### config.mk
export PLATFORM = sky130hd
export DESIGN_NAME = dct_top
export DESIGN_NICKNAME = d
export VERILOG_FILES = /design/src/hw/dct_pkg.sv /design/src/hw/dct_top.sv
export SDC_FILE = /design/constraint.sdc
export NUM_CORES = 1
export LEC_CHECK = 0
export BUFFER_PORTS_ARGS = -buffer_cell sky130_fd_sc_hd__buf_2
export CAP_MARGIN = 25
export CORE_MARGIN = 2
export CORE_UTILIZATION = 45
export DETAILED_ROUTE_END_ITERATION = 10
export GPL_ROUTABILITY_DRIVEN = 0
export GPL_TIMING_DRIVEN = 0
export PLACE_DENSITY_LB_ADDON = 0.25
export REMOVE_ABC_BUFFERS = 1
export SETUP_SLACK_MARGIN = 0.3
export SLEW_MARGIN = 40
export SYNTH_ARGS = -nofsm -noshare
export SYNTH_HDL_FRONTEND = slang
export SYNTH_SLANG_ARGS = --single-unit
### constraint.sdc
create_clock -name mclk -period 3.2 [get_ports mclk]
set_input_delay 0.96 -clock mclk [delete_from_list [all_inputs] [get_ports mclk]]
set_output_delay 0.96 -clock mclk [all_outputs]
set_load 0.02 [all_outputs]
### src/hw/dct_pkg.sv
// Purpose: shared constants and types for the debug comparator / trace count block
// Assumes: 32-bit AHB-Lite register window, 16-bit cpu address bus
// Notes:   all state except the reset synchronizer travels as one packed struct
package dct_pkg;
   // register byte offsets
   localparam logic [7:0] DCT_OFS_CTRL   = 8'h00;
   localparam logic [7:0] DCT_OFS_SEQ    = 8'h04;
   localparam logic [7:0] DCT_OFS_STATUS = 8'h08;
   localparam logic [7:0] DCT_OFS_COUNT  = 8'h0c;
   localparam logic [7:0] DCT_OFS_CMP_A  = 8'h10;
   localparam logic [7:0] DCT_OFS_CMP_B  = 8'h14;
   localparam logic [7:0] DCT_OFS_CMP_C  = 8'h18;
   // field positions
   localparam int DCT_BIT_ARM   = 7;
   localparam int DCT_BIT_ALIGN = 6;
   localparam int DCT_BIT_SOFTWARE_TRIGGER  = 7;
   localparam int DCT_CMP_W     = 22;
   // values
   localparam logic [5:0] DCT_CNT_RST    = 6'h00;
   localparam logic [5:0] DCT_CNT_MAX    = 6'h3f;
   localparam logic [5:0] DCT_NXT_RST    = 6'h3f;
   localparam logic [1:0] DCT_NXT_FINAL  = 2'h3;
   localparam logic [2:0] DCT_HSIZE_WORD = 3'h2;
   localparam int         DCT_CNT_W      = 6;

   typedef enum logic [4:0] {
      DCT_S0 = 5'b00001,
      DCT_S1 = 5'b00010,
      DCT_S2 = 5'b00100,
      DCT_S3 = 5'b01000,
      DCT_SF = 5'b10000
   } dct_seq_type;

   // bit order matches the comparator register, addr in [15:0]
   typedef struct packed {
      logic        en;
      logic        tag;
      logic        sz;
      logic        size_enable;
      logic        direction_enable;
      logic        rw;
      logic [15:0] addr;
   } dct_cmp_type;

   typedef struct packed {
      logic        valid;
      logic        rd;
      logic        word;
      logic [15:0] addr;
   } dct_bus_type;

   typedef struct packed {
      logic        valid;
      logic [15:0] addr;
   } dct_exec_type;

   typedef struct packed {
      logic                  arm;
      logic                  align;
      logic [5:0]            nxt;
      dct_cmp_type [2:0]     cmp;
      dct_seq_type           seq;
      logic                  full;
      logic [DCT_CNT_W-1:0]  count;
      logic [2:0]            match;
      logic [31:0]           hrdata;
      logic                  hready;
      logic                  hresp;
      logic                  dp_valid;
      logic                  dp_write;
      logic [7:0]            dp_addr;
   } dct_state_type;

   localparam dct_state_type DCT_STATE_RST = '{
      arm: 1'b0, align: 1'b0, nxt: DCT_NXT_RST, cmp: '0, seq: DCT_S0,
      full: 1'b0, count: DCT_CNT_RST, match: 3'h0, hrdata: 32'h0,
      hready: 1'b1, hresp: 1'b0, dp_valid: 1'b0, dp_write: 1'b0, dp_addr: 8'h00};
endpackage : dct_pkg

### src/hw/dct_top.sv
// Purpose: debug comparators, match priority, state sequencer and trace line count
// Assumes: cpu bus and opcode tracker inputs synchronous to mclk; zero-wait AHB-Lite slave
// Notes:   nrst is the power-on reset; sys_reset is any other system reset
//
// Decided for this implementation: the register offsets and the AHB-Lite slave port.
`timescale 1ns/10ps
`default_nettype none
module dct_top
   import dct_pkg::*;
#(
   parameter int TRACE_DEPTH = 64
) (
   // clock, power-on reset and system reset
   input  wire  logic                 mclk,
   input  wire  logic                 nrst,
   input  wire  logic                 sys_reset,
   // ahb-lite slave
   input  wire  logic                 hsel,
   input  wire  logic [31:0]          haddr,
   input  wire  logic [1:0]           htrans,
   input  wire  logic                 hwrite,
   input  wire  logic [2:0]           hsize,
   input  wire  logic [31:0]          hwdata,
   input  wire  logic                 hready,
   output logic       [31:0]          hrdata,
   output logic                       hreadyout,
   output logic                       hresp,
   // cpu side
   input  wire  dct_pkg::dct_bus_type  cpu_bus,
   input  wire  dct_pkg::dct_exec_type op_exec,
   input  wire  logic                 trace_store,
   // observation
   output logic       [2:0]           match_out,
   output logic       [4:0]           seq_state,
   output logic                       armed,
   output logic                       buffer_full_flag,
   output logic       [5:0]           line_count
);
   if (TRACE_DEPTH != (1 << DCT_CNT_W)) begin : g_depth_chk
      $error("TRACE_DEPTH must equal 64");
   end

   dct_state_type r_reg;
   dct_state_type r_next;
   logic [1:0]    rst_sync_reg;
   logic          rst_n;
   logic          wr_now;
   logic          arm_wr;
   logic          disarm_wr;
   logic          software_trigger_wr;
   logic          store_ok;
   logic          ap_take;
   logic [2:0]    raw;
   logic          hit;
   logic [1:0]    tgt;
   logic [1:0]    nxt0;

   // only the second flop is used downstream
   always_ff @(posedge mclk or negedge nrst) begin
      if (!nrst) begin
         rst_sync_reg <= 2'b00;
      end else begin
         rst_sync_reg <= {rst_sync_reg[0], 1'b1};
      end
   end
   assign rst_n = rst_sync_reg[1];

   function automatic logic cmp_match(dct_cmp_type c, dct_bus_type b, dct_exec_type e,
                                      logic sized);
      logic dir_ok;
      logic size_ok;
      dir_ok  = !c.direction_enable || (c.rw == b.rd);
      size_ok = !sized || !c.size_enable || (c.sz == b.word);
      if (!c.en) begin
         cmp_match = 1'b0;
      end else if (c.tag) begin
         cmp_match = e.valid && (e.addr == c.addr);
      end else begin
         cmp_match = b.valid && (b.addr == c.addr) && dir_ok && size_ok;
      end
   endfunction : cmp_match

   function automatic dct_seq_type nxt_to_seq(logic [1:0] code);
      case (code)
         2'h0:    nxt_to_seq = DCT_S1;
         2'h1:    nxt_to_seq = DCT_S2;
         2'h2:    nxt_to_seq = DCT_S3;
         default: nxt_to_seq = DCT_SF;
      endcase
   endfunction : nxt_to_seq

   function automatic logic [2:0] seq_flags(dct_seq_type s);
      case (s)
         DCT_S1:  seq_flags = 3'h1;
         DCT_S2:  seq_flags = 3'h2;
         DCT_S3:  seq_flags = 3'h3;
         DCT_SF:  seq_flags = 3'h4;
         default: seq_flags = 3'h0;
      endcase
   endfunction : seq_flags

   function automatic logic [31:0] read_reg(dct_state_type s, logic [7:0] a);
      case (a)
         DCT_OFS_CTRL:   read_reg = {24'h0, s.arm, s.align, 6'h00};
         DCT_OFS_SEQ:    read_reg = {26'h0, s.nxt};
         DCT_OFS_STATUS: read_reg = {24'h0, s.full, 4'h0, seq_flags(s.seq)};
         DCT_OFS_COUNT:  read_reg = {24'h0, s.full, 1'b0, s.count};
         DCT_OFS_CMP_A:  read_reg = {10'h0, s.cmp[0]};
         DCT_OFS_CMP_B:  read_reg = {10'h0, s.cmp[1]};
         DCT_OFS_CMP_C:  read_reg = {10'h0, s.cmp[2]};
         default:        read_reg = 32'h0;
      endcase
   endfunction : read_reg

   always_comb begin
      r_next    = r_reg;
      wr_now    = r_reg.dp_valid && r_reg.dp_write;
      arm_wr    = wr_now && (r_reg.dp_addr == DCT_OFS_CTRL) && hwdata[DCT_BIT_ARM];
      disarm_wr = wr_now && (r_reg.dp_addr == DCT_OFS_CTRL) && !hwdata[DCT_BIT_ARM];
      software_trigger_wr   = wr_now && (r_reg.dp_addr == DCT_OFS_SEQ) && hwdata[DCT_BIT_SOFTWARE_TRIGGER];
      store_ok  = trace_store && r_reg.arm;
      ap_take   = hsel && htrans[1] && hready && (hsize == DCT_HSIZE_WORD);
      hit       = 1'b0;
      tgt       = 2'h0;
      // matches are per-cycle events, nothing is latched for a recheck
      for (int i = 0; i < 3; i++) begin
         raw[i] = cmp_match(r_reg.cmp[i], cpu_bus, op_exec, i < 2);
      end
      r_next.match = raw;

      // register writes; the count register is not writable
      if (wr_now) begin
         case (r_reg.dp_addr)
            DCT_OFS_CTRL:  r_next.align  = hwdata[DCT_BIT_ALIGN];
            DCT_OFS_SEQ:   r_next.nxt    = hwdata[5:0];
            DCT_OFS_CMP_A: r_next.cmp[0] = hwdata[DCT_CMP_W-1:0];
            DCT_OFS_CMP_B: r_next.cmp[1] = hwdata[DCT_CMP_W-1:0];
            DCT_OFS_CMP_C: r_next.cmp[2] = hwdata[DCT_CMP_W-1:0];
            default: ;
         endcase
      end

      // lowest channel wins, then any channel aiming at final overrides it
      if (r_reg.seq == DCT_S1 || r_reg.seq == DCT_S2 || r_reg.seq == DCT_S3) begin
         for (int i = 2; i >= 0; i--) begin
            if (raw[i]) begin
               hit = 1'b1;
               tgt = r_reg.nxt[2*i +: 2];
            end
         end
         for (int i = 2; i >= 0; i--) begin
            if (raw[i] && (r_reg.nxt[2*i +: 2] == DCT_NXT_FINAL)) begin
               tgt = DCT_NXT_FINAL;
            end
         end
         if (hit) begin
            r_next.seq = nxt_to_seq(tgt);
         end
      end
      // final state lasts one cycle then the session closes
      if (r_reg.seq == DCT_SF) begin
         r_next.seq = DCT_S0;
         r_next.arm = 1'b0;
      end
      if (software_trigger_wr && r_reg.arm) begin
         r_next.seq = DCT_SF;
      end
      if (disarm_wr) begin
         r_next.arm = 1'b0;
         r_next.seq = DCT_S0;
      end

      // trace line count; trace buffer reads have no path here
      if (store_ok) begin
         r_next.count = r_reg.count + 6'h01;
         if (r_reg.count == DCT_CNT_MAX) begin
            r_next.full = 1'b1;
            if (r_reg.align) begin
               r_next.arm = 1'b0;
               r_next.seq = DCT_S0;
            end
         end
      end
      if (arm_wr) begin
         r_next.arm   = 1'b1;
         r_next.seq   = DCT_S1;
         r_next.count = DCT_CNT_RST;
         r_next.full  = 1'b0;
      end

      // other resets restore control but spare the trace history
      if (sys_reset) begin
         r_next       = '{arm: 1'b0, align: 1'b0, nxt: DCT_NXT_RST, cmp: '0, seq: DCT_S0,
                          full: r_next.full, count: r_next.count, match: 3'h0,
                          hrdata: 32'h0, hready: 1'b1, hresp: 1'b0, dp_valid: 1'b0,
                          dp_write: 1'b0, dp_addr: 8'h00};
      end

      // bus: read data comes from the updated copy, so a write just before is seen
      r_next.hready   = 1'b1;
      r_next.hresp    = 1'b0;
      r_next.dp_valid = ap_take;
      r_next.dp_write = hwrite;
      r_next.dp_addr  = haddr[7:0];
      r_next.hrdata   = (ap_take && !hwrite) ? read_reg(r_next, haddr[7:0]) : 32'h0;
   end

   always_ff @(posedge mclk or negedge nrst) begin
      if (!nrst) begin
         r_reg <= DCT_STATE_RST;
      end else if (!rst_n) begin
         r_reg <= DCT_STATE_RST;
      end else begin
         r_reg <= r_next;
      end
   end

   assign hrdata           = r_reg.hrdata;
   assign hreadyout        = r_reg.hready;
   assign hresp            = r_reg.hresp;
   assign match_out        = r_reg.match;
   assign seq_state        = r_reg.seq;
   assign armed            = r_reg.arm;
   assign buffer_full_flag = r_reg.full;
   assign line_count       = r_reg.count;
   assign nxt0             = r_reg.nxt[1:0];
endmodule : dct_top
`default_nettype wire

==> results of run 1 <==
[final cells by class]
class                           instances  share of cell area
Clock inverter                          8              0.0102
Sequential cell                       123               0.324
Tap cell                              220              0.0288
Clock buffer                           23              0.0490
Timing Repair Buffer                  144               0.102
Inverter                                9             0.00354
Multi-Input combinational cell        587               0.483
[cell families after synthesis]
logic type / share of synthesized area
and+or+nand+nor: 0.202
DFF: 0.405
xor gates and xnor gates: 0.127
AOI/OAI and AO/OA: 0.0968
buffers and inverters: 0.0690
muxes: 0.0973
other: 0.000986
adders and majority gates: 0.00164
[per-layer routing]
metal  track usage  routed length, um  up-vias
met2         0.419              10800      280
met1         0.354              10100     3162
met3        0.0620               1650       53
met5             0                  0        -
li1              -                  -     2927
met4         0.106                614        0
[how the worst max path moves through the flow]
stage | to | slack [ns]
finish | hrdata[0] | -0.007
global route | hrdata[0] | -0.05
CTS | hrdata[1] | -0.06
detailed placement | hrdata[0] | -0.81
global placement | hrdata[1] | -3.23
floorplan | hrdata[1] | -0.86
[placed cells by master, fill, tap and decap left out, types with 16 or more instances in the layout]
cell                        count
sky130_fd_sc_hd__xor2_1        66
sky130_fd_sc_hd__nor2_1       106
sky130_fd_sc_hd__nor3b_1       16
sky130_fd_sc_hd__nand2_1       37
sky130_fd_sc_hd__nand3_1       16
sky130_fd_sc_hd__buf_2        101
sky130_fd_sc_hd__xnor2_1       22
sky130_fd_sc_hd__buf_4         25
sky130_fd_sc_hd__clkbuf_16     17
sky130_fd_sc_hd__dfrtp_1      115
sky130_fd_sc_hd__mux2i_1       73
sky130_fd_sc_hd__nor4_1        24
[power groups by stage]
stage                     Clock [mW]  Combinational (mW)  Sequential [mW]
after floorplan                    0               0.105             1.60
after global placement             0               0.268             1.60
after detailed placement           0               0.281             1.60
after CTS                       1.89               0.306             1.58
after global routing            1.97               0.342             1.58
final                           1.88               0.318             1.58
[repair_timing]
item / CTS / global route
hold buffers: 0 / 0
setup endpoints to repair: 12 / 12
gates resized for setup: 73 / 25
buffers inserted: 11 / 8
gates cloned: 0 / 0
pin swaps: 26 / 12
[critical path: stages]
cell                        delay, ns
sky130_fd_sc_hd__buf_8           0.10
sky130_fd_sc_hd__buf_6           0.12
sky130_fd_sc_hd__xor2_2          0.15
sky130_fd_sc_hd__or3b_1          0.35
sky130_fd_sc_hd__or3_4           0.40
sky130_fd_sc_hd__o22a_1          0.23
sky130_fd_sc_hd__a211o_1         0.33
sky130_fd_sc_hd__a211oi_2        0.46
sky130_fd_sc_hd__a2bb2oi_1       0.29
sky130_fd_sc_hd__o41ai_2         0.11
[per-stage QoR]
stage	utilization	cell area [um^2]	setup TNS [ns]	power (mW)
2_1_floorplan	-	7160	-6.22	1.70
3_3_place_gp	0.483	8010	-136.12	1.87
3_5_place_dp	0.496	8230	-7.14	1.88
4_1_cts	0.561	9310	-0.0978	3.77
5_1_grt	0.576	9540	-0.150	3.89
6_report	0.576	9540	-0.00743	3.77
==> out/results.txt, run 1 <==
The reg-to-reg critical path endpoint was hrdata[1]. Counting along the longest clock path gives a buffer depth of 2. For this design, the sink count on the clock tree is 123. The fraction of registers with async set/reset is 1.00, and the register clock-pin slew on the reported worst setup and hold paths is 0.06 ns. The switching portion of total power came out at 0.244. Ranked by instance count, the synthesized netlist is headed by sky130_fd_sc_hd__dfrtp_1, sky130_fd_sc_hd__nor2_1, sky130_fd_sc_hd__xor2_1. Dividing total power by cell area gives a power density of 395 nW/um^2. The flow ran to the end, but the final reports show violations. The initial standard-cell utilization of the core is 0.459. Setup repair after global routing could not meet its margin everywhere. The internal portion of the total power is 2.85 mW. The run gives 1447 as the count of filler cells inserted in the layout. The startpoint identified for the worst register-to-register timing path is r_reg[4].

The total congestion overflow after global routing came out at 0. By instance count, the leading cell after synthesis is sky130_fd_sc_hd__dfrtp_1. The worst setup path is launched from an input pin. The H-tree depth is 4.

The number of antenna diodes in the final layout is 0. The number of cells produced by synthesis was 788; the area taken by flip-flops and latches was 3090 um^2. The count of nets left with antenna violations once routing finished came out at 0. The total DRC errors in the routed layout came out at 0. From left edge to right edge, the die measures 134 um. In the final layout, the multi-input gates occupy 4610 um^2.

The average wire per standard cell is 20.8 um, and the part of the power in registers is 0.418. The peak supply drop is 0.391 mV, and the total routing resource utilization after global routing is 0.265. The setup slack of the worst register-to-register path came out at 0.14 ns. Among all flip-flop cells after synthesis, the most frequent one is sky130_fd_sc_hd__dfrtp_1. The Yosys step of the flow raised 0 warnings.

Clock skew on the completed layout was measured at 0.00804 ns. The half-perimeter wire length of the detailed placement result is 16700 um. The pre-antenna-repair detailed-routing pass consisted of 6 iterations. The share of the clock period used by the worst path is 1.00. At the worst endpoint, the required time is 3.49 ns. The data arrival time of the critical path was 3.50 ns. The final layout contains 995 nets.

The number of clock buffers added by TritonCTS is 17. The proportion of netlist area held by the largest area contributor is 0.381. The flip-flop count of the largest register after layout was 81.

Tracing the worst setup path back leads to its startpoint at op_exec[10]. The first global-routing pass estimated 36100 um of wire. The setup slack of the critical path after layout was -0.00743 ns. Across all layers, the routed design uses 6422 vias. The synthesized netlist occupies a cell area of 7610 um^2. The biggest area contributor in the post-synthesis netlist is sky130_fd_sc_hd__dfrtp_1.

The DRC violation total after the first TritonRoute iteration is 524, and the fraction of final layout cells sized beyond drive strength 1 is 0.283. The total area inside the core boundary comes to 16600 um^2. The shortest period the worst path allows is 3.21 ns, and the worst slack on hold paths is 0.349 ns.

In the post-synthesis netlist, the biggest area contributors are sky130_fd_sc_hd__dfrtp_1, sky130_fd_sc_hd__mux2i_1, sky130_fd_sc_hd__xor2_1. Yosys mapped a number of flops with a built-in enable equal to 0. Wire length reported by the detailed router: 23100 um. In the routed layout, each cell is associated on average with a via count of 5.76.

The number of different library cells used by synthesis comes to 66. For this design the static power due to leakage is 4.47 nW. The run gives 0.43 ns as the insertion delay of the later-clocked pin in the worst-skew pair. The worst setup path is captured at a flip-flop. In this run, synthesis produced a sequential element count of 123.

Counting tap cells, the placed design contains a total of 1064 instances. The tree is rooted in a sky130_fd_sc_hd__clkbuf_16. In this run the count of I/O pins placed on the die edge is 162. The area growth from synthesis to layout is 25.4%. The die covers 18000 um^2. In this run the worst hold path is classified as flip-flop to flip-flop. The tools report the number of global-route vias before repair as 6525. The average cell area after synthesis is 9.66 um^2, and the logic depth of the worst register-to-register path is 9.

After floorplanning, the core was divided into 47 placement rows. The slew of the pin with the lowest slew margin works out to 0.702 ns. Combinational share of power: 0.084. TritonCTS built the clock tree. The die is 134 um tall. The classification of the worst setup path was input pin to flip-flop. The share of the yosys chip area belonging to registers was 0.405.

The final-report max-slew violation count is 0, and the largest net degree at the start of global routing is 73. In this run the most critical hold path is launched from rst_sync_reg[0]. The count of input and output buffers is 114, and the maximum fanout along the worst path is 5.

The cell depth of the worst min-delay path came out at 0. The checks that failed: negative setup slack. The tools report the clock network fraction of design power as 0.498.

Hold violation total from the final report: 0. Static timing analysis puts the maximum clock frequency at 312 MHz. The count of cells in the finished layout, fillers not included, comes to 1114.

At the placement stage, the worst setup path has a slack of -0.810 ns. The final-report setup violation count is 1, and the number of antenna violations at the first check in global routing is 0. The worst slew margin relative to its limit came out at 0.527.

The worst hold path terminates at rst_sync_reg[1]. The logs give 919 uW for the reported net switching power and 0 for the number of maximum-capacitance violations.
Power figures use the tool's default switching activity.
==> run 2, diff against run 1 <==
CORE_ASPECT_RATIO = 0.6   (was unset)
==> out/results.txt, run 2 (synthesis gave the netlist of run 1 again) <==
The run finished, with violations left. Violations in the final reports: negative setup slack (unchanged). The count of input and output buffers is 114 (unchanged). The flip-flop count of the largest register after layout came out at 81 (unchanged). The wire length of the first global-routing pass is 37100 um (was 36100 um). The tools report the root buffer cell as sky130_fd_sc_hd__clkbuf_16 (unchanged). The most common library cell in the layout ignoring fill and taps was sky130_fd_sc_hd__dfrtp_1 (unchanged). The DRC violation total after the first TritonRoute iteration came out at 728 (was 524).

The tools report the endpoint type of the worst setup path as a flip-flop (unchanged). Share of the clock period used by the worst path: 1.05 (was 1.00). The total power is 3.97 mW (was 3.77 mW), and the height of the die is 105 um (was 134 um).

For the maximum clock frequency, the log shows 298 MHz (was 312 MHz). For the total routing resource utilization after global routing, the log shows 0.278 (was 0.265). The power density relative to cell area was 410 nW/um^2 (was 395 nW/um^2). The classification of the worst setup path is input pin to flip-flop (unchanged). For the wire length reported by the detailed router, the log shows 24500 um (was 23100 um). The number of antenna violations at the first check in global routing is 1 (was 0), and the half-perimeter wire length of the detailed placement result is 18100 um (was 16700 um). For the number of sinks driven by the clock tree, the log shows 123 (unchanged).

The top-level port count is 162 (unchanged). Critical path startpoint category: an input pin (unchanged). The fraction of final layout cells sized beyond drive strength 1 is 0.294 (was 0.283). The tools report the cell area after placement as 8230 um^2 (about the same). The logs give 4660 um^2 (was 4610 um^2) for the area of the multi-input gates and 996 (was 995) for the net count reported at finish. The initial standard-cell utilization of the core is 0.464 (was 0.459).

The cell type of the slowest stage on the worst timing path is sky130_fd_sc_hd__or4b_1 (was sky130_fd_sc_hd__a211oi_2). The final-report max-slew violation count was 0 (unchanged); the detailed-routing iteration count for the pre-antenna-repair pass was 7 (was 6). Longest individual stage delay on the worst path: 0.53 ns (was 0.46 ns).

Area taken by flip-flops and latches: 3090 um^2 (unchanged). The insertion delay of the later-clocked pin in the worst-skew pair is 0.42 ns (was 0.43 ns). For the total congestion overflow after global routing, the log shows 0 (unchanged). Critical path's most frequent cell: sky130_fd_sc_hd__a31oi_2. TritonCTS built the clock tree. For the worst slack on hold paths, the log shows 0.349 ns (about the same). For the endpoint required time on the critical path, the log shows 3.54 ns (was 3.49 ns). Total negative slack: -0.260 ns (was -0.00743 ns).

For the number of hold buffers added after cts, the log shows 0 (unchanged). The logs give 4 (unchanged) for the H-tree depth and 0.00910 ns (was 0.00804 ns) for the setup clock skew after layout. The setup slack of the critical path after layout was -0.152 ns (was -0.00743 ns). Commonest non-fill, non-tap cells in the layout: sky130_fd_sc_hd__dfrtp_1, sky130_fd_sc_hd__nor2_1, sky130_fd_sc_hd__buf_2 (unchanged). The chip width was 172 um (was 134 um). For the reported leakage power, the log shows 4.54 nW (was 4.47 nW). The tools report the number of global-route vias before repair as 6285 (was 6525). The tools report the largest net degree at the start of global routing as 66 (was 73).

The slew of the pin with the lowest slew margin was 0.724 ns (was 0.702 ns); the total DRC errors in the routed layout was 0 (unchanged). The count of standard-cell rows is 36 (was 47). The shortest period the worst path allows was 3.35 ns (was 3.21 ns); the worst slew margin relative to its limit was 0.513 (was 0.527). The area of the die came out at 18000 um^2 (about the same).

For the core area, the log shows 16400 um^2 (was 16600 um^2). Path type of the worst min-delay path: flip-flop to flip-flop (unchanged). The peak supply drop is 0.249 mV (was 0.391 mV), and the final-report setup violation count is 3 (was 1). The growth of design area from synthesis to finish was 27.1% (was 25.4%).

The via density per instance is 5.90 (was 5.76). Setup repair after global routing could not meet its margin everywhere. The count of filler cells inserted in the layout was 1429 (was 1447); the hold violation total from the final report was 0 (unchanged). The average wire per standard cell was 21.8 um (was 20.8 um). The register clock-pin slew on the reported worst setup and hold paths was 0.06 ns (about the same); the data arrival time of the critical path was 3.69 ns (was 3.50 ns).

Cell-by-cell listing of the critical path: buf_12 -> xor2_4 -> or4_1 -> or4b_1 -> nor4_2 -> a31oi_2 -> a31oi_2 -> o31ai_4 -> or3_1 -> o31ai_2 (was buf_8 -> buf_6 -> xor2_2 -> or3b_1 -> or3_4 -> o22a_1 -> a211o_1 -> a211oi_2 -> a2bb2oi_1 -> o41ai_2). The tools report the final standard cell area without fillers as 9680 um^2 (was 9540 um^2). The number of maximum-capacitance violations is 0 (unchanged), and the placed instance count is 1072 (was 1064). The maximum fanout along the worst path works out to 5 (unchanged).

The number of nets with antenna violations after routing was 0 (unchanged); the maximum buffer depth of the clock tree was 2 (unchanged). Total clock buffers created by CTS: 17 (unchanged). The number of non-filler instances in the completed layout is 1125 (was 1114). The vias after detailed routing was 6638 (was 6422).
## run 2: cell types whose count changed in the layout (fill, tap and decap cells not counted), moves of 4 or more
cell / delta
sky130_fd_sc_hd__inv_6: +6
sky130_fd_sc_hd__clkbuf_1: -4
sky130_fd_sc_hd__xor2_2: -4
sky130_fd_sc_hd__xor2_4: +4
## run 2: path summary, 6_finish.rpt
check                                       end            start  depth (start not counted)  slack [ns]
worst max-delay path                  hrdata[1]       op_exec[1]                         10       -0.15
worst min-delay path            rst_sync_reg[1]  rst_sync_reg[0]                          0        0.35
worst max register to register        hrdata[1]        r_reg[60]                          9       -0.07
worst min register to register  rst_sync_reg[1]  rst_sync_reg[0]                          0        0.35
max in group asynchronous            r_reg[129]             nrst                          2        2.01
min in group asynchronous            hrdata[16]             nrst                          1        0.45
## run 2: stage by stage
step	utilization	setup slack (ns)
6_report	0.590	-0.152
5_1_grt	0.590	-0.221
4_1_cts	0.576	-0.0843
3_5_place_dp	0.502	-0.927
3_3_place_gp	0.489	-3.24
2_1_floorplan	-	-0.864
## run 2: where the power goes
group          internal, mW  switching, mW
clock                  1.26          0.790
combinational         0.119          0.225
sequential             1.56         0.0120
total                  2.94           1.03
## run 2: area by class of cell
type / instances / share of cell area
multi-input combinational: 587 / 0.482
sequential: 123 / 0.319
timing repair buffer: 145 / 0.101
clock buffer: 18 / 0.0454
tap: 228 / 0.0295
clock inverter: 14 / 0.0187
inverter: 9 / 0.00349
antenna: 1 / 0.000259
## run 2: routing by layer
layer  global-route usage  part of all wire  wire length [um]  vias to the layer above
met5                    0                 0                 0                        -
met4               0.0582             0.012               293                        0
met3               0.0845              0.12              2970                       42
met2                0.363              0.40              9820                      408
met1                0.442              0.47             11400                     3251
li1                     -                 -                 -                     2937
## run 2: timing repair
item	4_1_cts	5_1_grt
gates resized for setup	84	29
setup buffers	14	6
setup endpoints to repair	12	13
pin swaps	20	4
## run 2: critical path: cells and delay by family
kind	cells	cell delay, ns
buffers and inverters	1	0.11
AND/OR/NAND/NOR	4	1.68
XOR/XNOR	1	0.16
AO/OA/AOI/OAI	4	0.78
==> run 3, diff against run 2 <==
SKIP_LAST_GASP = 1   (was unset)
==> out/results.txt, run 3 (synthesis gave the netlist of run 1 again) <==
The flow ran to the end, but the final reports show violations. Violations in the final reports: negative setup slack (unchanged). The register clock-pin slew on the reported worst setup and hold paths is 0.06 ns (about the same). The root buffer cell is sky130_fd_sc_hd__clkbuf_16 (unchanged).

The logs give 162 (unchanged) for the top-level port count and 0 (unchanged) for the total DRC errors in the routed layout. The net count reported at finish was 997 (was 996). The fraction of final layout cells sized beyond drive strength 1 works out to 0.303 (was 0.294).

The shortest period the worst path allows works out to 3.33 ns (was 3.35 ns). The global-route met1 utilization came out at 0.442 (about the same). Hold violation total from the final report: 0 (unchanged).

For the post-layout utilization of the core, the log shows 0.600 (was 0.590). H-tree depth: 4 (unchanged). The wire length of the first global-routing pass came out at 37100 um (about the same). The vias after detailed routing is 6644 (was 6638), and the final-report setup violation count is 3 (unchanged). Share of the clock period used by the worst path: 1.04 (was 1.05). The logs give -0.927 ns (unchanged) for the pre-CTS setup slack and 8230 um^2 (unchanged) for the cell area after placement. The logs give 0 (unchanged) for the number of maximum-capacitance violations and 18100 um (unchanged) for the half-perimeter wire length of the detailed placement result. The power density relative to cell area came out at 405 nW/um^2 (was 410 nW/um^2). The final standard cell area without fillers came out at 9840 um^2 (was 9680 um^2). For the setup slack of the critical path after layout, the log shows -0.134 ns (was -0.152 ns). The tools report the total power as 3.98 mW (was 3.97 mW). The classification of the worst setup path is input pin to flip-flop (unchanged).

Setup repair after global routing could not meet its margin everywhere. Average wire per standard cell: 22.1 um (was 21.8 um). The run gives 66 (unchanged) as the largest net degree at the start of global routing.

Path type of the worst min-delay path: flip-flop to flip-flop (unchanged). Kind of cell adding the most delay to the critical path: simple AND/OR/NAND/NOR gates (unchanged). Cell-by-cell listing of the critical path: buf_12 -> xor2_4 -> or4_1 -> or4b_1 -> nor4_2 -> a31oi_2 -> a31oi_1 -> o31ai_2 -> or3_1 -> o31ai_2 (was buf_12 -> xor2_4 -> or4_1 -> or4b_1 -> nor4_2 -> a31oi_2 -> a31oi_2 -> o31ai_4 -> or3_1 -> o31ai_2). The reported leakage power is 4.57 nW (was 4.54 nW), and the DRC violation total after the first TritonRoute iteration is 669 (was 728).

Worst slew margin relative to its limit: 0.502 (was 0.513). The critical path's most frequent cell is sky130_fd_sc_hd__o31ai_2 (was sky130_fd_sc_hd__a31oi_2). The maximum fanout along the worst path is 5 (unchanged), and the wire length reported by the detailed router is 24900 um (was 24500 um). The count of standard-cell rows was 36 (unchanged); the peak supply drop was 0.250 mV (was 0.249 mV).

The total negative slack is -0.239 ns (was -0.260 ns), and the total clock buffers created by CTS is 17 (unchanged). The tools report the endpoint type of the worst setup path as a flip-flop (unchanged). The logs give 0.00874 ns (was 0.00910 ns) for the setup clock skew after layout and 0.277 (was 0.278) for the total routing resource utilization after global routing. The flip-flop count of the largest register after layout is 81 (unchanged), and the number of sinks driven by the clock tree is 123 (unchanged).

The most common library cell in the layout ignoring fill and taps is sky130_fd_sc_hd__dfrtp_1 (unchanged). The chip width was 172 um (unchanged). The growth of design area from synthesis to finish was 29.2% (was 27.1%). The slew of the pin with the lowest slew margin is 0.741 ns (was 0.724 ns). The endpoint required time on the critical path is 3.53 ns (was 3.54 ns), and the maximum clock frequency is 300 MHz (was 298 MHz). The number of buffers and inverters on the critical path was 1 (unchanged). Commonest non-fill, non-tap cells in the layout: sky130_fd_sc_hd__dfrtp_1, sky130_fd_sc_hd__nor2_1, sky130_fd_sc_hd__buf_2 (unchanged). The detailed-routing iteration count for the pre-antenna-repair pass came out at 5 (was 7). The critical path startpoint category is an input pin (unchanged). For the core area, the log shows 16400 um^2 (unchanged). The cell type of the slowest stage on the worst timing path is sky130_fd_sc_hd__or4b_1 (unchanged). The logs give 0.42 ns (about the same) for the insertion delay of the later-clocked pin in the worst-skew pair and 0 (unchanged) for the number of hold buffers added after cts. The global routing met2 resource utilization was 0.363 (unchanged). The tools report the number of global-route vias before repair as 6255 (was 6285). Initial standard-cell utilization of the core: 0.464 (unchanged). The area of the die is 18000 um^2 (unchanged), and the met3 usage in global routing is 0.0833 (was 0.0845). Final-report max-slew violation count: 0 (unchanged). The setup slack of the worst register-to-register path is -0.12 ns (was -0.07 ns). The count of input and output buffers came out at 114 (unchanged). The logs give 3.66 ns (was 3.69 ns) for the data arrival time of the critical path and 0 (unchanged) for the number of nets with antenna violations after routing. The longest individual stage delay on the worst path is 0.53 ns (about the same).

TritonCTS built the clock tree. The total congestion overflow after global routing was 0 (unchanged); the number of antenna violations at the first check in global routing was 1 (unchanged). The via density per instance works out to 5.90 (about the same).

The height of the die came out at 105 um (unchanged). The tools report the maximum buffer depth of the clock tree as 2 (unchanged). The layer with the highest usage was met1 (unchanged).
## run 3: cell count changes in the layout (fill, tap and decap cells not counted), sizes merged
cell / before / now
buf: 145 / 146
## run 3: metrics by stage
stage / cells / hold slack [ns]
after detailed placement: 1072 / 0.337
after CTS: 1118 / 0.351
after floorplan: 719 / 0.331
final: 1126 / 0.349
after global routing: 1125 / 0.353
after global placement: 1061 / 0.333
## run 3: worst paths after layout
| kind | startpoint | to | cells after the start |
|---|---|---|---|
| hold reg to reg | rst_sync_reg[0] | rst_sync_reg[1] | 0 |
| hold / removal | rst_sync_reg[0] | rst_sync_reg[1] | 0 |
| min in group asynchronous | nrst | r_reg[97] | 1 |
| setup reg to reg | r_reg[60] | hrdata[1] | 9 |
| max in group asynchronous | nrst | r_reg[129] | 2 |
| setup / recovery | op_exec[1] | hrdata[1] | 10 |
## run 3: report_power, final
part           internal [mW]  total (mW)  switching, mW
combinational          0.126       0.357          0.231
sequential              1.56        1.58         0.0122
clock                   1.26        2.05          0.787
total                   2.95        3.98           1.03
## run 3: area by class of cell
class,instances,area (um^2)
Fill cell,1411,6560
Multi-Input combinational cell,587,4790
Sequential cell,123,3090
Timing Repair Buffer,146,1010
Clock buffer,18,439
Tap cell,228,285
Clock inverter,14,181
Inverter,9,33.8
Antenna cell,1,2.50
## run 3: metal layers
| metal | wire [um] | up-vias |
|---|---|---|
| met5 | 0 | - |
| met4 | 261 | 0 |
| met3 | 2970 | 41 |
| met1 | 11500 | 3270 |
| li1 | - | 2941 |
| met2 | 10200 | 392 |
## run 3: what timing repair did
item | 4_1_cts | 5_1_grt
gates cloned | 0 | 0
setup endpoints to repair | 12 | 13
hold endpoints to repair | 0 | 0
setup buffers | 14 | 7
resized for setup | 82 | 56
pin swaps | 20 | 7
